--- src/dioa_params.svh ---
// Purpose: Named constants for the digital input override alarm block
// Assumes: 250 MHz reference clock
// Notes:   Included by every design file and the bench, not by the package
`ifndef DIOA_PARAMS_SVH
`define DIOA_PARAMS_SVH

// Register byte offsets
`define DIOA_OFS_CTRL      8'h00
`define DIOA_OFS_STATUS    8'h04
`define DIOA_OFS_COUNT     8'h08
`define DIOA_OFS_DEST      8'h0C
`define DIOA_OFS_FAILS     8'h10
`define DIOA_OFS_ALARM     8'h14
`define DIOA_OFS_TEXT_LO   8'h20
`define DIOA_OFS_TEXT_HI   8'h3C

// Control register fields
`define DIOA_CTRL_INV      0
`define DIOA_CTRL_OVR      1
`define DIOA_CTRL_FORCED   2
`define DIOA_CTRL_INTMODE  3
`define DIOA_CTRL_INTVAL   4
`define DIOA_CTRL_W        5

// Alarm configuration fields
`define DIOA_PRIO_LSB      0
`define DIOA_DELAY_LSB     8

// Widths, limits, reset values
`define DIOA_CNT_W         24
`define DIOA_CNT_MAX       24'd10_000_000
`define DIOA_FAIL_MAX      4'd9
`define DIOA_DEST_W        16
`define DIOA_TEXT_W        120
`define DIOA_SECS_W        13
`define DIOA_RST_ZERO      32'h0000_0000

// Delay code decode, in seconds
`define DIOA_DLY_SEC_MAX   8'd250
`define DIOA_DLY_C251      8'd251
`define DIOA_DLY_C252      8'd252
`define DIOA_DLY_C253      8'd253
`define DIOA_DLY_C254      8'd254
`define DIOA_DLY_S251      13'd900
`define DIOA_DLY_S252      13'd1800
`define DIOA_DLY_S253      13'd2700
`define DIOA_DLY_S254      13'd3600
`define DIOA_DLY_S255      13'd4500

// Timing
`define DIOA_SEC_NS        1_000_000_000
`define DIOA_CLK_NS        4
`define DIOA_TEXT_WORDS    3'd4

`endif

--- src/dioa_pkg.sv ---
// Purpose: Types for the digital input override alarm block
// Assumes: dioa_params.svh holds every number
// Notes:   Alarm sequencer states only
package dioa_pkg;

  typedef enum logic [1:0] {
    DIOA_AL_IDLE,
    DIOA_AL_FETCH,
    DIOA_AL_SEND
  } dioa_alarm_state_type;

endpackage : dioa_pkg

--- src/dioa_sync.sv ---
// Purpose: Three-flop synchroniser with agreement filter for a pin
// Assumes: Input is asynchronous to i_ref_clk
// Notes:   Level follows once the second and third stages agree
`include "dioa_params.svh"
module dioa_sync
  import dioa_pkg::*;
(
  // Clock and reset
  input  wire logic i_ref_clk,
  input  wire logic i_sys_rst,
  // Pin and filtered level
  input  wire logic i_async,
  output logic      o_level
);

  logic [2:0] stage_r;
  logic       level_r;

  always_ff @(posedge i_ref_clk)
  begin
    if (i_sys_rst)
      stage_r <= 3'h0;
    else
      stage_r <= {stage_r[1:0], i_async};
  end

  // Stage 0 is read only by stage 1
  always_ff @(posedge i_ref_clk)
  begin
    if (i_sys_rst)
      level_r <= 1'b0;
    else if (stage_r[1] == stage_r[2])
      level_r <= stage_r[2];
  end

  assign o_level = level_r;

endmodule : dioa_sync

--- src/dioa_text_mem.sv ---
// Purpose: Condition text store, off text in words 0-3, on text in 4-7
// Assumes: One write port, two read ports
// Notes:   Read data are registered, one cycle after the address
`include "dioa_params.svh"
module dioa_text_mem
  import dioa_pkg::*;
(
  // Clock
  input  wire logic        i_ref_clk,
  // Write port
  input  wire logic        i_wr_en,
  input  wire logic [2:0]  i_wr_addr,
  input  wire logic [31:0] i_wr_data,
  // Read port A
  input  wire logic [2:0]  i_rda_addr,
  output logic      [31:0] o_rda_data,
  // Read port B
  input  wire logic [2:0]  i_rdb_addr,
  output logic      [31:0] o_rdb_data
);

  logic [31:0] mem_r [0:7];
  logic [31:0] rda_r;
  logic [31:0] rdb_r;

  always_ff @(posedge i_ref_clk)
  begin
    if (i_wr_en)
      mem_r[i_wr_addr] <= i_wr_data;
  end

  always_ff @(posedge i_ref_clk)
  begin
    rda_r <= mem_r[i_rda_addr];
    rdb_r <= mem_r[i_rdb_addr];
  end

  assign o_rda_data = rda_r;
  assign o_rdb_data = rdb_r;

endmodule : dioa_text_mem

--- src/dioa_top.sv ---
// Purpose: Digital input conditioning, forwarding and off/on alarms
// Assumes: APB3 slave, one wait state on every access
// Notes:   Condition texts live in a small memory behind the bus
//
// Decided for this implementation: the address map and the APB slave port.
`include "dioa_params.svh"
module dioa_top
  import dioa_pkg::*;
#(
  parameter int CYC_PER_SEC = `DIOA_SEC_NS / `DIOA_CLK_NS
)
(
  // Clock and reset
  input  wire logic                     i_ref_clk,
  input  wire logic                     i_sys_rst,
  // APB slave
  input  wire logic                     i_psel,
  input  wire logic                     i_penable,
  input  wire logic                     i_pwrite,
  input  wire logic [7:0]               i_paddr,
  input  wire logic [31:0]              i_pwdata,
  output logic      [31:0]              o_prdata,
  output logic                          o_pready,
  output logic                          o_pslverr,
  // Field input
  input  wire logic                     i_raw_input_level,
  // Calculated state
  output logic                          o_state,
  // Destination forwarding
  output logic                          o_fwd_req,
  output logic                          o_fwd_value,
  output logic      [`DIOA_DEST_W-1:0]  o_fwd_dest,
  input  wire logic                     i_fwd_ack,
  input  wire logic                     i_fwd_ok,
  // Alarm output
  output logic                          o_alarm_req,
  output logic                          o_alarm_state,
  output logic      [3:0]               o_alarm_prio,
  output logic      [`DIOA_TEXT_W-1:0]  o_alarm_text,
  input  wire logic                     i_alarm_ack
);

  localparam logic [27:0] SEC_LAST = 28'(CYC_PER_SEC - 1);

  logic                       raw_level;
  logic                       raw_prev_r;
  logic [`DIOA_CTRL_W-1:0]    ctrl_r;
  logic [`DIOA_CNT_W-1:0]     count_r;
  logic [`DIOA_DEST_W-1:0]    dest_r;
  logic [3:0]                 fails_r;
  logic [3:0]                 prio_r;
  logic [7:0]                 delay_code_r;
  logic                       calc_r;
  logic                       calc_nxt;
  logic                       changed;
  logic                       pready_r;
  logic                       pslverr_r;
  logic [31:0]                prdata_r;
  logic [31:0]                rd_mux;
  logic                       mapped;
  logic                       text_sel;
  logic                       wr_en;
  logic [31:0]                mem_rda;
  logic [31:0]                mem_rdb;
  logic                       fwd_req_r;
  logic                       fwd_val_r;
  logic                       fwd_pend_r;
  logic [27:0]                presc_r;
  logic [`DIOA_SECS_W-1:0]    secs_r;
  logic [`DIOA_SECS_W-1:0]    delay_secs;
  logic                       alarmed_r;
  logic                       alarm_due;
  dioa_alarm_state_type       al_state_r;
  logic [2:0]                 fetch_r;
  logic                       al_val_r;
  logic [3:0]                 al_prio_r;
  logic                       al_req_r;
  logic [127:0]               text_r;

  dioa_sync u_sync (
    .i_ref_clk (i_ref_clk),
    .i_sys_rst (i_sys_rst),
    .i_async   (i_raw_input_level),
    .o_level   (raw_level)
  );

  // APB decode; completion is the second access cycle
  assign text_sel = (i_paddr >= `DIOA_OFS_TEXT_LO) && (i_paddr <= `DIOA_OFS_TEXT_HI);
  assign wr_en    = i_psel && i_penable && pready_r && i_pwrite && !pslverr_r;

  always_comb
  begin
    mapped = 1'b1;
    rd_mux = `DIOA_RST_ZERO;
    if (i_paddr[1:0] != 2'b00)
      mapped = 1'b0;
    else if (text_sel)
      rd_mux = mem_rda;
    else
    begin
      case (i_paddr)
        `DIOA_OFS_CTRL:   rd_mux[`DIOA_CTRL_W-1:0] = ctrl_r;
        `DIOA_OFS_STATUS: rd_mux[2:0] = {alarmed_r, calc_r, raw_level};
        `DIOA_OFS_COUNT:  rd_mux[`DIOA_CNT_W-1:0] = count_r;
        `DIOA_OFS_DEST:   rd_mux[`DIOA_DEST_W-1:0] = dest_r;
        `DIOA_OFS_FAILS:  rd_mux[3:0] = fails_r;
        `DIOA_OFS_ALARM:
        begin
          rd_mux[`DIOA_PRIO_LSB +: 4]  = prio_r;
          rd_mux[`DIOA_DELAY_LSB +: 8] = delay_code_r;
        end
        default:          mapped = 1'b0;
      endcase
    end
  end

  always_ff @(posedge i_ref_clk)
  begin
    if (i_sys_rst)
    begin
      pready_r  <= 1'b0;
      pslverr_r <= 1'b0;
      prdata_r  <= `DIOA_RST_ZERO;
    end
    else if (i_psel && i_penable && !pready_r)
    begin
      pready_r  <= 1'b1;
      pslverr_r <= !mapped;
      prdata_r  <= (mapped && !i_pwrite) ? rd_mux : `DIOA_RST_ZERO;
    end
    else
    begin
      pready_r  <= 1'b0;
      pslverr_r <= 1'b0;
    end
  end

  dioa_text_mem u_text (
    .i_ref_clk  (i_ref_clk),
    .i_wr_en    (wr_en && text_sel),
    .i_wr_addr  (i_paddr[4:2]),
    .i_wr_data  (i_pwdata),
    .i_rda_addr (i_paddr[4:2]),
    .o_rda_data (mem_rda),
    .i_rdb_addr ({al_val_r, fetch_r[1:0]}),
    .o_rdb_data (mem_rdb)
  );

  // Configuration registers
  always_ff @(posedge i_ref_clk)
  begin
    if (i_sys_rst)
    begin
      ctrl_r       <= `DIOA_CTRL_W'(`DIOA_RST_ZERO);
      dest_r       <= `DIOA_DEST_W'(`DIOA_RST_ZERO);
      prio_r       <= 4'(`DIOA_RST_ZERO);
      delay_code_r <= 8'(`DIOA_RST_ZERO);
    end
    else if (wr_en)
    begin
      case (i_paddr)
        `DIOA_OFS_CTRL: ctrl_r <= i_pwdata[`DIOA_CTRL_W-1:0];
        `DIOA_OFS_DEST: dest_r <= i_pwdata[`DIOA_DEST_W-1:0];
        `DIOA_OFS_ALARM:
        begin
          // Priorities above nine are held at nine
          prio_r <= (i_pwdata[`DIOA_PRIO_LSB +: 4] > `DIOA_FAIL_MAX) ?
                    `DIOA_FAIL_MAX : i_pwdata[`DIOA_PRIO_LSB +: 4];
          delay_code_r <= i_pwdata[`DIOA_DELAY_LSB +: 8];
        end
        default: ;
      endcase
    end
  end

  // Calculated state
  always_comb
  begin
    if (ctrl_r[`DIOA_CTRL_INTMODE])
      calc_nxt = ctrl_r[`DIOA_CTRL_INTVAL];
    else if (ctrl_r[`DIOA_CTRL_OVR])
      calc_nxt = ctrl_r[`DIOA_CTRL_FORCED];
    else
      calc_nxt = raw_level ^ ctrl_r[`DIOA_CTRL_INV];
  end

  assign changed = (calc_nxt != calc_r);

  always_ff @(posedge i_ref_clk)
  begin
    if (i_sys_rst)
      calc_r <= 1'b0;
    else
      calc_r <= calc_nxt;
  end

  // Rising-edge counter of the raw level; an edge in a write cycle adds to a written value below DIOA_CNT_MAX
  always_ff @(posedge i_ref_clk)
  begin
    if (i_sys_rst)
    begin
      raw_prev_r <= 1'b0;
      count_r    <= `DIOA_CNT_W'(`DIOA_RST_ZERO);
    end
    else
    begin
      raw_prev_r <= raw_level;
      if (wr_en && i_paddr == `DIOA_OFS_COUNT)
      begin
        if (i_pwdata[`DIOA_CNT_W-1:0] >= `DIOA_CNT_MAX)
          count_r <= `DIOA_CNT_MAX;
        else
          count_r <= i_pwdata[`DIOA_CNT_W-1:0] + `DIOA_CNT_W'(raw_level && !raw_prev_r);
      end
      else if (raw_level && !raw_prev_r && count_r < `DIOA_CNT_MAX)
        count_r <= count_r + `DIOA_CNT_W'(1);
    end
  end

  // Forwarding: changes during a pending request are merged, latest value wins
  always_ff @(posedge i_ref_clk)
  begin
    if (i_sys_rst)
    begin
      fwd_req_r  <= 1'b0;
      fwd_val_r  <= 1'b0;
      fwd_pend_r <= 1'b0;
    end
    else if (fwd_req_r && i_fwd_ack)
    begin
      fwd_val_r  <= calc_nxt;
      fwd_req_r  <= fwd_pend_r || changed;
      fwd_pend_r <= 1'b0;
    end
    else if (changed)
    begin
      if (fwd_req_r)
        fwd_pend_r <= 1'b1;
      else
      begin
        fwd_req_r <= 1'b1;
        fwd_val_r <= calc_nxt;
      end
    end
  end

  always_ff @(posedge i_ref_clk)
  begin
    if (i_sys_rst)
      fails_r <= 4'(`DIOA_RST_ZERO);
    else if (fwd_req_r && i_fwd_ack)
    begin
      if (i_fwd_ok)
        fails_r <= 4'(`DIOA_RST_ZERO);
      else if (fails_r < `DIOA_FAIL_MAX)
        fails_r <= fails_r + 4'd1;
    end
  end

  // Hold timer restarts on every change so whole seconds are exact
  always_comb
  begin
    case (delay_code_r)
      `DIOA_DLY_C251: delay_secs = `DIOA_DLY_S251;
      `DIOA_DLY_C252: delay_secs = `DIOA_DLY_S252;
      `DIOA_DLY_C253: delay_secs = `DIOA_DLY_S253;
      `DIOA_DLY_C254: delay_secs = `DIOA_DLY_S254;
      default:
        delay_secs = (delay_code_r > `DIOA_DLY_SEC_MAX) ? `DIOA_DLY_S255 :
                     `DIOA_SECS_W'(delay_code_r);
    endcase
  end

  always_ff @(posedge i_ref_clk)
  begin
    if (i_sys_rst || changed)
    begin
      presc_r <= 28'(`DIOA_RST_ZERO);
      secs_r  <= `DIOA_SECS_W'(`DIOA_RST_ZERO);
    end
    else if (presc_r == SEC_LAST)
    begin
      presc_r <= 28'(`DIOA_RST_ZERO);
      if (secs_r < `DIOA_DLY_S255)
        secs_r <= secs_r + `DIOA_SECS_W'(1);
    end
    else
      presc_r <= presc_r + 28'd1;
  end

  assign alarm_due = (prio_r != 4'(`DIOA_RST_ZERO)) && !alarmed_r &&
                     (secs_r >= delay_secs) && !changed &&
                     (al_state_r == DIOA_AL_IDLE);

  // One alarm per steady period; a change re-arms it
  always_ff @(posedge i_ref_clk)
  begin
    if (i_sys_rst || changed)
      alarmed_r <= 1'b0;
    else if (alarm_due)
      alarmed_r <= 1'b1;
  end

  // Alarm sequencer: fetch four text words, then hold the request
  always_ff @(posedge i_ref_clk)
  begin
    if (i_sys_rst)
    begin
      al_state_r <= DIOA_AL_IDLE;
      fetch_r    <= 3'h0;
      al_val_r   <= 1'b0;
      al_prio_r  <= 4'h0;
      al_req_r   <= 1'b0;
      text_r     <= 128'h0;
    end
    else
    begin
      case (al_state_r)
        DIOA_AL_IDLE:
        begin
          if (alarm_due)
          begin
            al_val_r   <= calc_r;
            al_prio_r  <= prio_r;
            fetch_r    <= 3'h0;
            al_state_r <= DIOA_AL_FETCH;
          end
        end
        DIOA_AL_FETCH:
        begin
          if (fetch_r != 3'h0)
            // Word k arrives one step after its address, so the fourth lands at count four
            text_r[32*(2'(fetch_r - 3'd1)) +: 32] <= mem_rdb;
          if (fetch_r == `DIOA_TEXT_WORDS)
          begin
            al_req_r   <= 1'b1;
            al_state_r <= DIOA_AL_SEND;
          end
          else
            fetch_r <= fetch_r + 3'd1;
        end
        DIOA_AL_SEND:
        begin
          if (i_alarm_ack)
          begin
            al_req_r   <= 1'b0;
            al_state_r <= DIOA_AL_IDLE;
          end
        end
        default: al_state_r <= DIOA_AL_IDLE;
      endcase
    end
  end

  assign o_prdata      = prdata_r;
  assign o_pready      = pready_r;
  assign o_pslverr     = pslverr_r;
  assign o_state       = calc_r;
  assign o_fwd_req     = fwd_req_r;
  assign o_fwd_value   = fwd_val_r;
  assign o_fwd_dest    = dest_r;
  assign o_alarm_req   = al_req_r;
  assign o_alarm_state = al_val_r;
  assign o_alarm_prio  = al_prio_r;
  assign o_alarm_text  = text_r[`DIOA_TEXT_W-1:0];

endmodule : dioa_top

--- config.mk ---
export PLATFORM = sky130hd
export DESIGN_NAME = dioa_top
export DESIGN_NICKNAME = d
export VERILOG_FILES = /design/src/dioa_pkg.sv /design/src/dioa_sync.sv /design/src/dioa_text_mem.sv /design/src/dioa_top.sv
export VERILOG_INCLUDE_DIRS = /design/src
export SDC_FILE = /design/constraint.sdc
export NUM_CORES = 1
export LEC_CHECK = 0
export BUFFER_PORTS_ARGS = -buffer_cell sky130_fd_sc_hd__buf_2
export CORE_MARGIN = 2
export CORE_UTILIZATION = 38
export CTS_CLUSTER_SIZE = 14
export DETAILED_ROUTE_END_ITERATION = 12
export GPL_TIMING_DRIVEN = 1
export HOLD_SLACK_MARGIN = 0.1
export SYNTH_ARGS = -nofsm -noshare
export SYNTH_HDL_FRONTEND = slang
export SYNTH_SLANG_ARGS = --single-unit
--- constraint.sdc ---
create_clock -name i_ref_clk -period 4.61 [get_ports i_ref_clk]
set_input_delay 0.461 -clock i_ref_clk [delete_from_list [all_inputs] [get_ports i_ref_clk]]
set_output_delay 0.461 -clock i_ref_clk [all_outputs]
set_load 0.01 [all_outputs]
==> results.py <==
metrics = {
    "status": {
        "outcome": "complete, no violations",
    },
    "synthesis": {
        "ys_ff_latch": 597,
        "yosysWarnings": 0,
        "syn_area_um2": 25400,
        "synth_top_area_frac": 0.303,
        "postSynthCellCount": 2100,
        "yosys_most_used_dff": "dfxtp_1",
        "yosysUniqueCellTypes": 72,
        "synth_fp_nets": 2175,
        "synth_top_area_cell": "edfxtp_1",
        "async_flop_share": 0,
        "ys_top_cells_by_area": "edfxtp_1 30%, dfxtp_1 27%, mux4_2 11%",
        "synth_edf_count": 256,
        "synth_most_common_cell": "dfxtp_1",
        "yosysSeqAreaShare": 0.573,
        "syn_area_per_cell_um2": 12.1,
        "ys_top_cells_by_count": "341 x dfxtp_1, 256 x edfxtp_1, 228 x nand2_1, 168 x nor2_1, 157 x nand3_1",
    },
    "global_route": {
        "grt_pass1_vias": 17900,
        "gr-total-overflow": 0,
        "grt_pass1_wl_mm": 111,
        "grt_util_all_layers": 0.208,
        "grt_max_degree": 147,
        "antenna_found_initial": 9,
    },
    "pwr": {
        "p_leak_nw": 10.3,
        "power_density_nw_per_um2": 362,
        "ir_worst_vdd_mv": 0.346,
    },
    "routing": {
        "viasPerCell": 5.62,
        "drt_iter0_markers": 1850,
        "drt-wirelength-per-cell_um": 22.8,
        "num_vias": 18000,
        "dr.pass1.iters": 7,
        "finalWirelength_mm": 73.2,
        "drcViolationCount": 0,
        "ant_nets": 0,
    },
    "setup_path": {
        "crit_buf_inv": 2,
        "max_stage_delay_ns": 1.00,
        "cp_max_fo": 24,
        "reg2reg_setup_slack_ns": 1.41,
        "r2r_cells": 7,
        "end_kind": "flip-flop",
        "critPathLaunchType": "flip-flop",
        "critPathTopFamily": "simple AND/OR/NAND/NOR gates",
        "cp_cell_sequence": "inv_1, ha_1, a21boi_0, and2_1, buf_4, nand3_1, a21oi_1",
        "required_ns": 5.16,
        "r2r-end": "text_r[54]",
        "r2r_start": "fetch_r[1]",
        "path_class": "flip-flop to flip-flop",
        "critPathArrivalTime_ns": 3.75,
        "slowest_stage": "and2_1",
    },
    "floorplan": {
        "die_width_um": 262,
        "ios": 228,
        "core_area_um2": 65900,
        "start_util": 0.385,
        "fp.dieArea_um2": 68800,
        "die_h_um": 262,
        "rows": 94,
    },
    "cts": {
        "cts_max_path_buffers": 3,
        "cts_tree": "built",
        "htreeDepth": 2,
        "cts_buffers": 59,
        "cts_num_sinks": 597,
        "root_buffer": "clkbuf_16",
        "insertion_delay_ns": 0.64,
        "cts.clk_slew.worst_paths_ns": 0.06,
        "post_cts_buffers": 0,
        "cts_resized": 0,
    },
    "final_layout": {
        "drive_above_1_share": 0.250,
        "final_util": 0.446,
        "layoutNonFillerInstCount": 3203,
        "nNetsFinal": 2365,
        "syn_to_final_growth_pct": 15.9,
    },
    "sta": {
        "clock.fmax_ghz": 0.313,
        "tightest_slew_ns": 1.21,
        "tns_ns": 0,
        "rsz0062_at_grt": "false",
        "setup_violations": 0,
        "maxSlewHeadroom": 0.195,
        "final_hold_viol_count": 0,
        "min_period_over_period": 0.693,
        "finalWorstPathRequiredPeriod_ns": 3.20,
        "final_max_slew_viol_count": 0,
        "clock_skew_ns": 0.0413,
    },
    "placed_design": {
        "placedCellCount": 3083,
        "hpwl_mm": 48.9,
        "port_buffers": 227,
        "gp_congestion": 0.919,
    },
    "run": {
        "max-cap-violations": 0,
    },
    "min_path": {
        "holdPathStages": 3,
        "min_to": "fails_r[2]",
        "hold_class": "primary input to flip-flop",
        "hp-start": "i_fwd_ok",
    },
}
[how the worst max path moves through the flow]
stage          slack, ns             from                  to  depth (start not counted)
2_1_floorplan       0.38       i_paddr[4]  u_text.mem_r[4][0]                          5
3_3_place_gp        1.46       fetch_r[1]          text_r[56]                          7
3_5_place_dp        1.37       fetch_r[1]          text_r[60]                          7
4_1_cts             1.35       fetch_r[1]          text_r[60]                          7
5_1_grt             1.13  delay_code_r[4]          fetch_r[1]                         14
6_report            1.41       fetch_r[1]          text_r[54]                          7
[per-stage QoR]
stage / setup slack, ns / total power, mW / cell area [um2] / hold WS [ns]
6_report: 1.41 / 10.6 / 29400 / 0.153
3_5_place_dp: 1.37 / 6.01 / 27400 / 0.442
4_1_cts: 1.35 / 10.7 / 29400 / 0.100
3_3_place_gp: 1.46 / 6.01 / 27400 / 0.428
2_1_floorplan: 0.382 / 5.86 / 25400 / 0.414
5_1_grt: 1.13 / 11.0 / 29400 / 0.144
[layer usage]
metal / track usage / vias up / share of wire
met1: 0.277 / 8993 / 0.42
li1: - / 8190 / -
met2: 0.338 / 661 / 0.48
met4: 0.0774 / 8 / 0.036
met5: 0 / - / 0.00094
met3: 0.0390 / 152 / 0.067
[power by group]
group / internal, mW / total (mW) / switching (mW) / leakage [nW]
Clock: 2.69 / 4.73 / 2.04 / 0.939
Combinational: 0.122 / 0.348 / 0.227 / 4.29
Sequential: 5.53 / 5.55 / 0.0206 / 5.07
Total: 8.34 / 10.6 / 2.29 / 10.3
[flip-flops by register name (all words and copies together), names as in the netlist, 16 cells and up]
| signal | count |
|---|---|
| text_r | 120 |
| presc_r | 28 |
| count_r | 24 |
| u_text.o_rdb_data | 32 |
| o_fwd_dest | 16 |
| o_prdata | 32 |
| u_text.o_rda_data | 32 |
| u_text.mem_r | 256 |
[timing repair]
action                     CTS  global route
hold endpoints to repair    62             0
hold buffers                10             0
setup endpoints to repair    0             0
[area by class of cell]
class | count | area, um2
fillers | 5976 | 36500
flip-flops and latches | 597 | 14500
multi-input cells | 1339 | 10200
clock buffers | 96 | 1780
repair buffers | 274 | 1550
well taps | 864 | 1080
clock inverters | 13 | 123
inverters | 19 | 71.3
diodes | 1 | 2.50
[cells in the final DEF (no fill, tap or decap), types with 12 or more instances in the layout]
cell type,netlist,layout
nand2_1,228,228
xnor2_1,31,31
clkbuf_1,97,21
mux2i_1,15,15
a22oi_1,60,60
nand4_1,26,26
ha_1,26,26
and2_1,13,13
nand3_1,157,157
edfxtp_1,256,256
and3_1,12,12
mux4_2,128,128
inv_1,19,19
clkbuf_8,0,14
buf_2,28,224
nor2_1,168,163
nor3_1,20,16
o21ai_0,27,27
xor2_1,46,46
a21oi_1,153,153
nor2b_1,12,12
buf_4,3,37
clkbuf_16,0,60
mux2_2,66,66
dfxtp_1,341,338
[cells by family (layout without fill, tap and decap cells)]
family	Yosys count	after routing	share of synthesized area
buf+inv	164	402	0.0270
fa+ha+maj	26	26	0.0128
flops	597	597	0.573
compound gates	320	320	0.0799
other cells	0	1	0
simple gates	707	707	0.132
xor+xnor	77	77	0.0266
mux	209	209	0.149
[worst min-delay path: stages]
cell and delay [ns]:
buf_2 0.11, a21o_1 0.12, nor2_1 0.04
(Power assumes the default switching activity.)
